`src/shared/sync_jitter_map.svh`:
```
`ifndef SYNC_JITTER_MAP_SVH
`define SYNC_JITTER_MAP_SVH

// register addresses on the plain register port
`define CTRL_OFS 16'h0fe4
`define STAT_OFS 16'h0fe5
`define READ_NONE 8'h00

// control register fields
`define JITTER_FILTER_ON_BIT 2
`define AUTO_FIELD_PICK_BIT 3
`define VSYNC_SOURCE_SEL_BIT 4

// status register fields
`define FIELD_PARITY_FLAG_BIT 7
`define PHASE_MSB 6
`define PHASE_LSB 4

// line timing: nominal line period in us, clock rate in MHz
`define LINE_US 64
`define CLK_MHZ 10
`define LINE_LEN_RST 12'(`LINE_US * `CLK_MHZ)
`define POS_MAX 12'hfff
`define PHASES 8
`define PHASE_W 3
`define COUNT_W 12

`endif

```
`src/shared/sync_jitter_pkg.sv`:
```
`include "sync_jitter_map.svh"

package sync_jitter_pkg;

  typedef logic [`COUNT_W-1:0] count_t;
  typedef logic [`PHASE_W-1:0] phase_t;

  // internal vertical sync placement
  typedef enum logic [3:0] {
    ST_HIGH = 4'b0001,
    ST_WAIT_HD = 4'b0010,
    ST_WAIT_QTR = 4'b0100,
    ST_LOW = 4'b1000
  } jit_state_e;

  // quarter of a line period
  function automatic count_t quarter_of(count_t len);
    return {2'b00, len[`COUNT_W-1:2]};
  endfunction

  // true when pos is within a quarter line of a horizontal sync fall
  function automatic logic near_hd(count_t pos, count_t len);
    count_t q;
    q = quarter_of(len);
    return (pos < q) || (pos >= len - q);
  endfunction

  // phase in eighths of a line: number of boundaries pos has passed
  function automatic phase_t phase_of(count_t pos, count_t len);
    logic [`COUNT_W+2:0] scaled;
    logic [`COUNT_W+2:0] bound;
    phase_t ph;
    scaled = {pos, 3'b000};
    bound = '0;
    ph = '0;
    for (int k = 1; k < `PHASES; k++) begin
      bound = bound + {3'b000, len};
      if (scaled >= bound) begin
        ph = ph + 3'h1;
      end
    end
    return ph;
  endfunction

endpackage

```
`src/shared/phase_link_if.sv`:
```
`timescale 1ns/100ps

interface phase_link_if;
  import sync_jitter_pkg::*;
  logic hd_fall;
  logic vd_fall;
  count_t pos;
  count_t len;
  phase_t phase;
  logic near;
  logic phase_valid;

  modport meter (
    input hd_fall,
    input vd_fall,
    output pos,
    output len,
    output phase,
    output near,
    output phase_valid
  );
  modport user (
    output hd_fall,
    output vd_fall,
    input pos,
    input len,
    input phase,
    input near,
    input phase_valid
  );
endinterface // phase_link_if

```
`src/verilog/sync_jitter_field_decision.sv`:
```
// Contract
// parity flag 0 in second-dot field, 1 in first-dot field.
// phase between sync falls reported as 3-bit code 0 to 7.
// parity is an on-screen display field, not broadcast field identity.
// measure phase between vertical and horizontal sync falling edges.
// vsync falling within a quarter line of hsync gets a fixed position.
// software enables jitter removal via control bit 2.
// field line decisions come from the corrected internal syncs; code uses where the synchronised pin vsync fell.
// interlaced: all three bits set, both dot fields shown; code shows first-dot lines when parity is 1, second-dot when 0.
// non-interlaced: jitter on, auto and source clear, second dot only.
// double scan: all bits clear, both dot fields shown.
// source bit 0 takes pin vsync, 1 takes the corrected vsync.
// automatic field decision only while the auto bit is 1.
// phase and parity update per vsync fall, held between falls; parity also clears between falls when the auto bit is cleared.
//
// The implementer's own choices: strobed register access and the placing of the registers.
`timescale 1ns/100ps

module sync_jitter_field_decision (
  // clock and reset
  input wire logic clk,
  input wire logic resetn,
  // register port
  input wire logic [15:0] reg_addr,
  input wire logic [7:0] reg_wdata,
  input wire logic reg_wr,
  input wire logic reg_rd,
  output logic [7:0] reg_rdata,
  // sync pins
  input wire logic horizontal_sync_in_n,
  input wire logic port_pin_vsync_n,
  // to the on-screen display
  output logic osd_hsync_n,
  output logic osd_vsync_n,
  output logic show_first_dot_lines,
  output logic show_second_dot_lines,
  output logic field_parity_flag,
  output sync_jitter_pkg::phase_t sync_phase_code
);
  import sync_jitter_pkg::*;

  typedef struct packed {
    // pin synchronisers and edge history
    logic hd_s1;
    logic hd_s2;
    logic hd_q;
    logic vd_s1;
    logic vd_s2;
    logic vd_q;
    // write-only control bits
    logic jitter_filter_on;
    logic auto_field_pick;
    logic vsync_source_sel;
    // latched results and read data
    logic parity;
    phase_t phase;
    logic [7:0] rdata;
    // vsync placement and display outputs
    jit_state_e st;
    logic hsync_n;
    logic vsync_n;
    logic show_first;
    logic show_second;
  } core_s;

  // synchronisers reset to the idle high level of the pins
  localparam core_s CORE_RST = '{
    hd_s1: 1'b1, hd_s2: 1'b1, hd_q: 1'b1,
    vd_s1: 1'b1, vd_s2: 1'b1, vd_q: 1'b1,
    jitter_filter_on: 1'b0, auto_field_pick: 1'b0,
    vsync_source_sel: 1'b0, parity: 1'b0, phase: '0,
    rdata: `READ_NONE, st: ST_HIGH, hsync_n: 1'b1, vsync_n: 1'b1,
    show_first: 1'b1, show_second: 1'b1};

  // whole core state and its next value
  core_s r;
  core_s next_r;
  // the line meter sits behind this link
  phase_link_if link ();
  logic hd_fall;
  logic vd_fall;
  logic int_vsync_n;
  logic [7:0] status;
  count_t qtr;
  logic ctrl_wr;
  logic stat_rd;
  logic vd_near;
  logic vd_early;

  // edge detect behind the two-flop synchronisers
  assign hd_fall = r.hd_q & ~r.hd_s2;
  assign vd_fall = r.vd_q & ~r.vd_s2;
  assign link.hd_fall = hd_fall;
  assign link.vd_fall = vd_fall;
  assign qtr = quarter_of(link.len);

  // register port decode
  assign ctrl_wr = reg_wr && (reg_addr == `CTRL_OFS);
  assign stat_rd = reg_rd && (reg_addr == `STAT_OFS);

  // where the pin vsync fell against the line, for placement
  assign vd_near = near_hd(link.pos, link.len);
  assign vd_early = link.pos < qtr; // fall before the quarter point

  // line position, length and phase of each vsync fall
  sync_phase_meter meter (
    .clk(clk),
    .resetn(resetn),
    .link(link)
  );

  // status image for reads
  always_comb begin
    status = `READ_NONE;
    status[`FIELD_PARITY_FLAG_BIT] = r.parity;
    status[`PHASE_MSB:`PHASE_LSB] = r.phase;
  end

  // corrected vsync follows the pin when the filter is off
  assign int_vsync_n = r.jitter_filter_on ? (r.st != ST_LOW) : r.vd_s2;

  // next state of the whole core
  always_comb begin
    next_r = r;
    // two-flop synchronisers, third flop for edge history
    next_r.hd_s1 = horizontal_sync_in_n;
    next_r.hd_s2 = r.hd_s1;
    next_r.hd_q = r.hd_s2;
    next_r.vd_s1 = port_pin_vsync_n;
    next_r.vd_s2 = r.vd_s1;
    next_r.vd_q = r.vd_s2;

    // control writes; bits 7 to 5, 1 and 0 are ignored
    if (ctrl_wr) begin
      next_r.jitter_filter_on = reg_wdata[`JITTER_FILTER_ON_BIT];
      next_r.auto_field_pick = reg_wdata[`AUTO_FIELD_PICK_BIT];
      next_r.vsync_source_sel = reg_wdata[`VSYNC_SOURCE_SEL_BIT];
    end

    // read data valid only in the cycle after the strobe
    next_r.rdata = `READ_NONE;
    if (stat_rd) begin
      next_r.rdata = status;
    end

    // latch results once per vertical sync fall
    if (link.phase_valid) begin
      next_r.phase = link.phase;
      // mid-line fall marks the first-dot field
      next_r.parity = r.auto_field_pick & ~link.near;
    end
    // clearing the auto bit drops parity whatever the meter says
    if (!r.auto_field_pick) begin
      next_r.parity = 1'b0;
    end

    // placement of the internal vertical sync
    case (r.st)
      // idle: a pin fall either drops at once or waits for its slot
      ST_HIGH: begin
        if (vd_fall && r.jitter_filter_on) begin
          if (!vd_near) begin
            next_r.st = ST_LOW; // mid-line fall needs no correction
          end else if (vd_early) begin
            next_r.st = ST_WAIT_QTR;
          end else begin
            next_r.st = ST_WAIT_HD;
          end
        end
      end
      // late fall: the slot lies in the next line
      ST_WAIT_HD: begin
        if (hd_fall) begin
          next_r.st = ST_WAIT_QTR;
        end
      end
      // drop exactly a quarter line after the hsync fall
      ST_WAIT_QTR: begin
        if (link.pos == qtr) begin
          next_r.st = ST_LOW;
        end
      end
      // low until the synchronised pin vsync is released
      ST_LOW: begin
        if (r.vd_s2) begin
          next_r.st = ST_HIGH;
        end
      end
      // illegal codes fall back to idle
      default: begin
        next_r.st = ST_HIGH;
      end
    endcase
    // filter off parks placement so a later enable starts clean
    if (!r.jitter_filter_on) begin
      next_r.st = ST_HIGH;
    end

    // sync outputs and field line decisions for the display
    next_r.hsync_n = r.hd_s2;
    // vsync source select for the display
    next_r.vsync_n = r.vsync_source_sel ? int_vsync_n : r.vd_s2;

    // decisions follow the next mode so display and register agree
    if (next_r.auto_field_pick) begin
      next_r.show_first = next_r.parity;
      next_r.show_second = ~next_r.parity;
    end else begin
      next_r.show_first = ~next_r.jitter_filter_on;
      next_r.show_second = 1'b1;
    end
  end

  // synchronous reset, every register loads on each edge
  always_ff @(posedge clk) begin
    if (!resetn) begin
      r <= CORE_RST;
    end else begin
      r <= next_r;
    end
  end

  // registered outputs
  assign reg_rdata = r.rdata;
  assign osd_hsync_n = r.hsync_n;
  assign osd_vsync_n = r.vsync_n;
  assign show_first_dot_lines = r.show_first;
  assign show_second_dot_lines = r.show_second;
  assign field_parity_flag = r.parity;
  assign sync_phase_code = r.phase;
endmodule // sync_jitter_field_decision

```
`src/verilog/sync_phase_meter.sv`:
```
`timescale 1ns/100ps

module sync_phase_meter (
  // clock and reset
  input wire logic clk,
  input wire logic resetn,
  // link to the core
  phase_link_if.meter link
);
  import sync_jitter_pkg::*;

  typedef struct packed {
    count_t pos;
    count_t len;
    phase_t phase;
    logic near;
    logic valid;
  } meter_s;

  localparam meter_s METER_RST = '{
    pos: '0, len: `LINE_LEN_RST, phase: '0, near: 1'b0, valid: 1'b0};

  meter_s r;
  meter_s next_r;

  // line position counter, line length capture, phase at vsync fall
  always_comb begin
    next_r = r;
    next_r.valid = 1'b0;
    if (link.hd_fall) begin
      next_r.len = (r.pos == `POS_MAX) ? r.pos : r.pos + 12'h001;
      next_r.pos = '0;
    end else if (r.pos != `POS_MAX) begin
      next_r.pos = r.pos + 12'h001;
    end
    if (link.vd_fall) begin
      next_r.phase = phase_of(r.pos, r.len);
      next_r.near = near_hd(r.pos, r.len);
      next_r.valid = 1'b1;
    end
  end

  always_ff @(posedge clk) begin
    if (!resetn) begin
      r <= METER_RST;
    end else begin
      r <= next_r;
    end
  end

  // results to the core
  assign link.pos = r.pos;
  assign link.len = r.len;
  assign link.phase = r.phase;
  assign link.near = r.near;
  assign link.phase_valid = r.valid;
endmodule // sync_phase_meter
```
`config.mk`:
```
export PLATFORM = sky130hd
export DESIGN_NAME = sync_jitter_field_decision
export DESIGN_NICKNAME = d
export VERILOG_FILES = /design/src/shared/sync_jitter_pkg.sv /design/src/shared/phase_link_if.sv /design/src/verilog/sync_jitter_field_decision.sv /design/src/verilog/sync_phase_meter.sv
export VERILOG_INCLUDE_DIRS = /design/src /design/src/shared
export SDC_FILE = /design/constraint.sdc
export NUM_CORES = 1
export LEC_CHECK = 0
export CAP_MARGIN = 20
export CORE_ASPECT_RATIO = 2
export CORE_MARGIN = 1.5
export CORE_UTILIZATION = 35
export DETAILED_ROUTE_END_ITERATION = 6
export DONT_BUFFER_PORTS = 1
export PLACE_DENSITY = 0.47
export SYNTH_ARGS = -nofsm -noshare
export SYNTH_HDL_FRONTEND = slang
export SYNTH_SLANG_ARGS = --single-unit
```
`constraint.sdc`:
```
create_clock -name clk -period 9.9 [get_ports clk]
set_input_delay 1.98 -clock clk [delete_from_list [all_inputs] [get_ports clk]]
set_output_delay 1.98 -clock clk [all_outputs]
set_load 0.02 [all_outputs]
```
==> results.sh, run 1 <==
export IMPL_outcome="finished clean"
export IMPL_dieArea_mm2=0.0231
export IMPL_ys_warn_count=0
export IMPL_p_comb_frac=0.477
export IMPL_hold_buffers=0
export IMPL_maxSlewHeadroom=0.465
export IMPL_grt_max_degree=23
export IMPL_switchingPower_uw=304
export IMPL_synthCells=946
export IMPL_synth_seq_cells=53
export IMPL_grt_overflow=0
export IMPL_rsz0062_at_grt="false"
export IMPL_cts_buffers=5
export IMPL_yosysTopAreaCell="ha_1"
export IMPL_ys_flop_type="dfxtp_1"
export IMPL_synthTopCellsByArea="ha_1 (27%), dfxtp_1 (14%), xnor2_1 (5.0%), inv_1 (4.9%), a21oi_1 (4.3%)"
export IMPL_first_global_vias=6952
export IMPL_drt_wl_total_mm=22.4
export IMPL_slowest_delay_ns=0.56
export IMPL_drtIter0Drc=264
export IMPL_cp_max_fo=9
export IMPL_postPlaceCellArea_mm2=0.00802
export IMPL_cp_start_kind="flop"
export IMPL_synth_cell_types=85
export IMPL_slew_viol_final=0
export IMPL_grt_antenna_before_repair=0
export IMPL_power_density_mw_per_mm2=95.1
export IMPL_p_int_uw=473
export IMPL_coreArea_mm2=0.0216
export IMPL_tritoncts="yes"
export IMPL_ant_nets=0
export IMPL_synth_seq_area_share=0.137
export IMPL_fin_tns_setup_ns=0
export IMPL_pin_count=46
export IMPL_numClockSinks=53
export IMPL_synth_edf_count=0
export IMPL_swShare=0.391
export IMPL_grt_pass1_wl_mm=35.3
export IMPL_wire_per_inst_um=18.4
export IMPL_final_cell_mix="ha_1 (169), inv_1 (100), a21oi_1 (66), nor2_1 (54)"
export IMPL_place_gp_congestion=0.795
export IMPL_arrival_ns=8.97
export IMPL_cts_resized=0
export IMPL_fp_dieW_um=108
export IMPL_mostFrequentLayoutCell="ha_1"
export IMPL_drc=0
export IMPL_start_util=0.358
export IMPL_slowest_stage="dfxtp_1"
export IMPL_antennaDiodeCount=0
export IMPL_holdCritPathClass="reg2reg"
export IMPL_worst_pin_slew_ns=0.801
export IMPL_synth_top_area_frac=0.273
export IMPL_firstDrtPassIters=4
export IMPL_cts_buffer_depth=2
export IMPL_setup_viol_count_final=0
export IMPL_finalHoldViolations=0
export IMPL_drive_above_1_share=0.0487
export IMPL_skew_ns=0.00622
export IMPL_post_cts_setup_buffers=0
export IMPL_pwr_share_seq=0.288
export IMPL_cts_reportedPaths_clkPinSlew_ns=0.07
export IMPL_htreeDepth=2
export IMPL_nNetsFinal=1147
export IMPL_synth_cell_area_mm2=0.00773
export IMPL_vias_per_cell=5.40
export IMPL_path_class="reg2reg"
export IMPL_io_buffers=0
export IMPL_leakage_uw=0.00399
export IMPL_crit_top_cell="ha_1"
export IMPL_clock_latency_ns=0.30
export IMPL_peakVddDrop_uv=104
export IMPL_cap_violations=0
export IMPL_hpwl_mm=19.2
export IMPL_final_fill_count=2299
export IMPL_syn_to_final_growth_pct=5.65
export IMPL_fin_crit_ns=8.79
export IMPL_vias=6576
export IMPL_synth_avg_cell_area_um2=8.18
export IMPL_fin_area_mm2=0.00817
export IMPL_period_share=0.888
export IMPL_cp_end_kind="flop"
export IMPL_crit_required_ns=10.08
export IMPL_gr_usage_all_layers=0.204
export IMPL_die_y_um=213
export IMPL_async_reset_ff_frac=0
export IMPL_fp_row_count=76
export IMPL_clockRootBuffer="clkbuf_16"
export IMPL_p_clk_frac=0.235
export IMPL_fmax_mhz=114
final timing paths:
check | start | endpoint | slack, ns | cells past startpoint
setup / recovery | meter.link.len[1]$_SDFFE_PN0P_ | meter.link.phase[2]$_SDFFE_PN0P_ | 1.11 | 37
hold / removal | next_r[27]$_SDFF_PN1_ | next_r[3]$_SDFF_PN1_ | 0.42 | 1
setup reg to reg | meter.link.len[1]$_SDFFE_PN0P_ | meter.link.phase[2]$_SDFFE_PN0P_ | 1.11 | 37
hold reg to reg | next_r[27]$_SDFF_PN1_ | next_r[3]$_SDFF_PN1_ | 0.42 | 1
cell type report:
type                    count  area, um^2  share of cell area
clock inverters             3        25.0             0.00306
well taps                 273         342              0.0418
inverters                 102         383              0.0469
clock buffers               5         125              0.0153
multi-input cells         771        6160               0.754
flip-flops and latches     53        1060               0.130
repair buffers             10        75.1             0.00919
metrics by stage:
step	instances	utilization	worst slack (ns)	hold slack, ns	total power, uW
3_5_place_dp	1209	0.372	1.05	0.396	604
6_report	1217	0.379	1.11	0.424	777
5_1_grt	1217	0.379	0.492	0.456	844
2_1_floorplan	949	-	2.61	0.386	513
4_1_cts	1217	0.379	1.02	0.427	788
3_3_place_gp	1209	0.372	1.08	0.409	601
Yosys cell counts (7+ instances only):
cell type and count:
a21o_1 37, o21a_1 17, clkbuf_1 10, nand3_1 25, ha_1 169, nand4_1 10, xor2_1 27, dfxtp_1 53
nor2b_1 13, xnor2_1 44, and2_1 7, inv_1 100, a21oi_1 66, o21ai_0 35, mux2i_1 14, nand2_1 53
a211oi_1 9, nor2_1 54, o21bai_1 17, nor3_1 15, nand2b_1 28, o21ai_1 7, o22ai_1 10, buf_4 11
critical path, delay by kind of cell (launching register included):
family          cells  cell delay, ns
flops               1            0.56
buf+inv             2            0.16
xor+xnor            4            0.72
compound gates     15            3.68
fa+ha+maj           7            2.47
simple gates        9            1.06
logic make-up after synthesis:
logic type,count (synthesis),share of synthesized area
buffers and inverters,125,0.0679
DFF,53,0.137
muxes,17,0.0225
adders and majority gates,174,0.286
and+or+nand+nor,248,0.170
AOI/OAI and AO/OA,253,0.225
xor gates and xnor gates,75,0.0904
other,1,0.000485
sequential cells by signal (all words and copies together) (netlist names), 3 cells and up:
signal and cells:
next_r 4, meter.link.pos 12, r 8, sync_phase_code 3, meter.link.phase 3, reg_rdata 4, meter.link.len 12
power by group through the flow:
stage	logic (uW)	clock network [uW]	registers [uW]
floorplan	287	0	227
global placement	372	0	229
detailed placement	375	0	229
CTS	377	188	224
global route	423	196	225
finish	370	183	224
layer usage:
metal / share of wire / vias to the layer above / track usage
met5: 0 / - / 0
met1: 0.34 / 3077 / 0.177
met3: 0.011 / 36 / 0.00488
met4: 0.061 / 0 / 0.124
met2: 0.59 / 88 / 0.435
li1: - / 3375 / -
Power figures use the tool's default switching activity.
==> run 2, diff against run 1 <==
--- a/config.mk
+++ b/config.mk
@@ -6,6 +6,7 @@
 export SDC_FILE = /design/constraint.sdc
 export NUM_CORES = 1
 export LEC_CHECK = 0
+export ABC_AREA = 1
 export CAP_MARGIN = 20
 export CORE_ASPECT_RATIO = 2
 export CORE_MARGIN = 1.5
==> results.sh, run 2 <==
export IMPL_firstDrtPassIters=7
export IMPL_setup_viol_count_final=0
export IMPL_synth_cell_types=56
export IMPL_drc=10
export IMPL_synthCells=1234
export IMPL_clockRootBuffer="clkbuf_16"
export IMPL_holdCritPathClass="reg2reg"
export IMPL_cts_buffers=5
export IMPL_path_class="reg2reg"
export IMPL_crit_top_cell="nand2_1"
export IMPL_start_util=0.356
export IMPL_die_y_um=221
export IMPL_grt_pass1_wl_mm=41.6
export IMPL_cp_end_kind="flop"
export IMPL_slowest_delay_ns=0.66
export IMPL_ant_nets=0
export IMPL_yosysTopAreaCell="ha_1"
export IMPL_slowest_stage="dfxtp_1"
export IMPL_cts_resized=0
export IMPL_cts_buffer_depth=2
export IMPL_post_cts_setup_buffers=0
export IMPL_ys_flop_type="dfxtp_1"
export IMPL_dieArea_mm2=0.0247
export IMPL_worst_pin_slew_ns=1.17
export IMPL_coreArea_mm2=0.0233
export IMPL_synth_most_common_cell="nand2_1"
export IMPL_crit_required_ns=10.10
export IMPL_ys_warn_count=0
export IMPL_fin_crit_ns=8.65
export IMPL_cp_start_kind="flop"
export IMPL_vias=7963
export IMPL_fp_dieW_um=112
export IMPL_power_density_mw_per_mm2=93.8
export IMPL_synth_cell_area_mm2=0.00831
export IMPL_arrival_ns=8.85
export IMPL_grt_antenna_before_repair=0
export IMPL_finalHoldViolations=0
export IMPL_synth_top_area_frac=0.255
export IMPL_slew_viol_final=0
export IMPL_synthTopCellsByArea="ha_1 (25%), dfxtp_1 (13%), nand2_1 (11%), inv_1 (8.8%), a21oi_1 (6.4%)"
export IMPL_violations="DRC"
export IMPL_numClockSinks=53
export IMPL_outcome="finished, violations left"
export IMPL_pre_cts_slack_ns=1.21
export IMPL_cts_reportedPaths_clkPinSlew_ns=0.07
export IMPL_fin_tns_setup_ns=0
export IMPL_cap_violations=0
export IMPL_ys_top_cells_by_count="nand2_1 (238), inv_1 (194), ha_1 (169)"
export IMPL_first_global_vias=8122
export IMPL_drtIter0Drc=278
export IMPL_gr_usage_all_layers=0.222
export IMPL_vias_per_cell=5.23
export IMPL_grt_overflow=0
export IMPL_cp_max_fo=11
export IMPL_mostFrequentLayoutCell="nand2_1"
export IMPL_hpwl_mm=23.7
export IMPL_final_cell_mix="nand2_1 (238), inv_1 (194), ha_1 (169), a21oi_1 (107), nor2_1 (84)"
export IMPL_setup_slack_ns=1.25
export IMPL_maxSlewHeadroom=0.217
export IMPL_synth_edf_count=0
export IMPL_synth_avg_cell_area_um2=6.73
export IMPL_drt_wl_total_mm=27.5
export IMPL_nNetsFinal=1444
export IMPL_syn_to_final_growth_pct=5.96
export IMPL_io_buffers=0
export IMPL_place_gp_congestion=0.871
export IMPL_clock_latency_ns=0.30
export IMPL_tritoncts="yes"
export IMPL_grt_max_degree=22
export IMPL_peakVddDrop_uv=58.2
export IMPL_htreeDepth=2
export IMPL_hold_buffers=0
export IMPL_skew_ns=0.00807
export IMPL_pin_count=46
export IMPL_fmax_mhz=116
export IMPL_rsz0062_at_grt="false"
export IMPL_drive_above_1_share=0.0725
export IMPL_synth_seq_cells=53
export IMPL_synth_seq_area_share=0.128
export IMPL_async_reset_ff_frac=0
export IMPL_leakage_uw=0.00472
export IMPL_period_share=0.874
export IMPL_wire_per_inst_um=18.0
export IMPL_fp_row_count=79
export IMPL_antennaDiodeCount=0
==> run 2: layout make-up <==
cell class	instances	area [um^2]
Sequential cell	53	1060
Tap cell	283	354
Clock inverter	3	17.5
Clock buffer	5	125
Inverter	205	769
Multi-Input combinational cell	962	6380
Timing Repair Buffer	13	97.6
Fill cell	2585	14500
==> run 2: report_power, final <==
| part | switching, uW | internal [uW] |
|---|---|---|
| registers | 7.86 | 217 |
| clock network | 80.8 | 93.0 |
| logic | 268 | 159 |
==> run 2: per-layer routing <==
metal,part of all wire,wire length (um),vias to the layer above,global-route usage
li1,-,-,4103,-
met1,0.31,8590,3668,0.175
met2,0.60,16400,132,0.493
met3,0.015,416,60,0.0112
met4,0.073,1990,0,0.142
met5,0,0,-,0
==> run 2: cell families after synthesis <==
logic type,count (synthesis),synth area share
AOI/OAI and AO/OA,217,0.149
xor gates and xnor gates,66,0.0696
adders and majority gates,174,0.267
buffers and inverters,222,0.106
DFF,53,0.128
muxes,1,0.00121
other,1,0.000451
and+or+nand+nor,500,0.280
==> run 2: worst paths after layout <==
check                                      start                                to  slack (ns)  cells after the start
setup / recovery  meter.link.len[2]$_SDFFE_PN0P_  meter.link.phase[2]$_SDFFE_PN0P_        1.25                     46
hold / removal             next_r[27]$_SDFF_PN1_              next_r[3]$_SDFF_PN1_        0.42                      1
setup reg to reg  meter.link.len[2]$_SDFFE_PN0P_  meter.link.phase[2]$_SDFFE_PN0P_        1.25                     46
hold reg to reg            next_r[27]$_SDFF_PN1_              next_r[3]$_SDFF_PN1_        0.42                      1
==> run 2: critical path: cells and delay by family, from the launching register on <==
kind / cells / cell delay (ns)
flops: 1 / 0.66
buf+inv: 7 / 0.75
simple gates: 17 / 1.73
xor+xnor: 3 / 0.95
fa+ha+maj: 6 / 2.13
compound gates: 13 / 2.33
==> run 2: through the flow <==
stage	cells	util	hold slack, ns	instance area (um^2)	total power (uW)
after floorplan	1237	-	0.392	8320	552
after global placement	1516	0.371	0.399	8660	655
after detailed placement	1516	0.371	0.405	8660	661
after CTS	1524	0.377	0.423	8800	837
after global routing	1524	0.377	0.437	8800	888
final	1524	0.377	0.420	8800	826
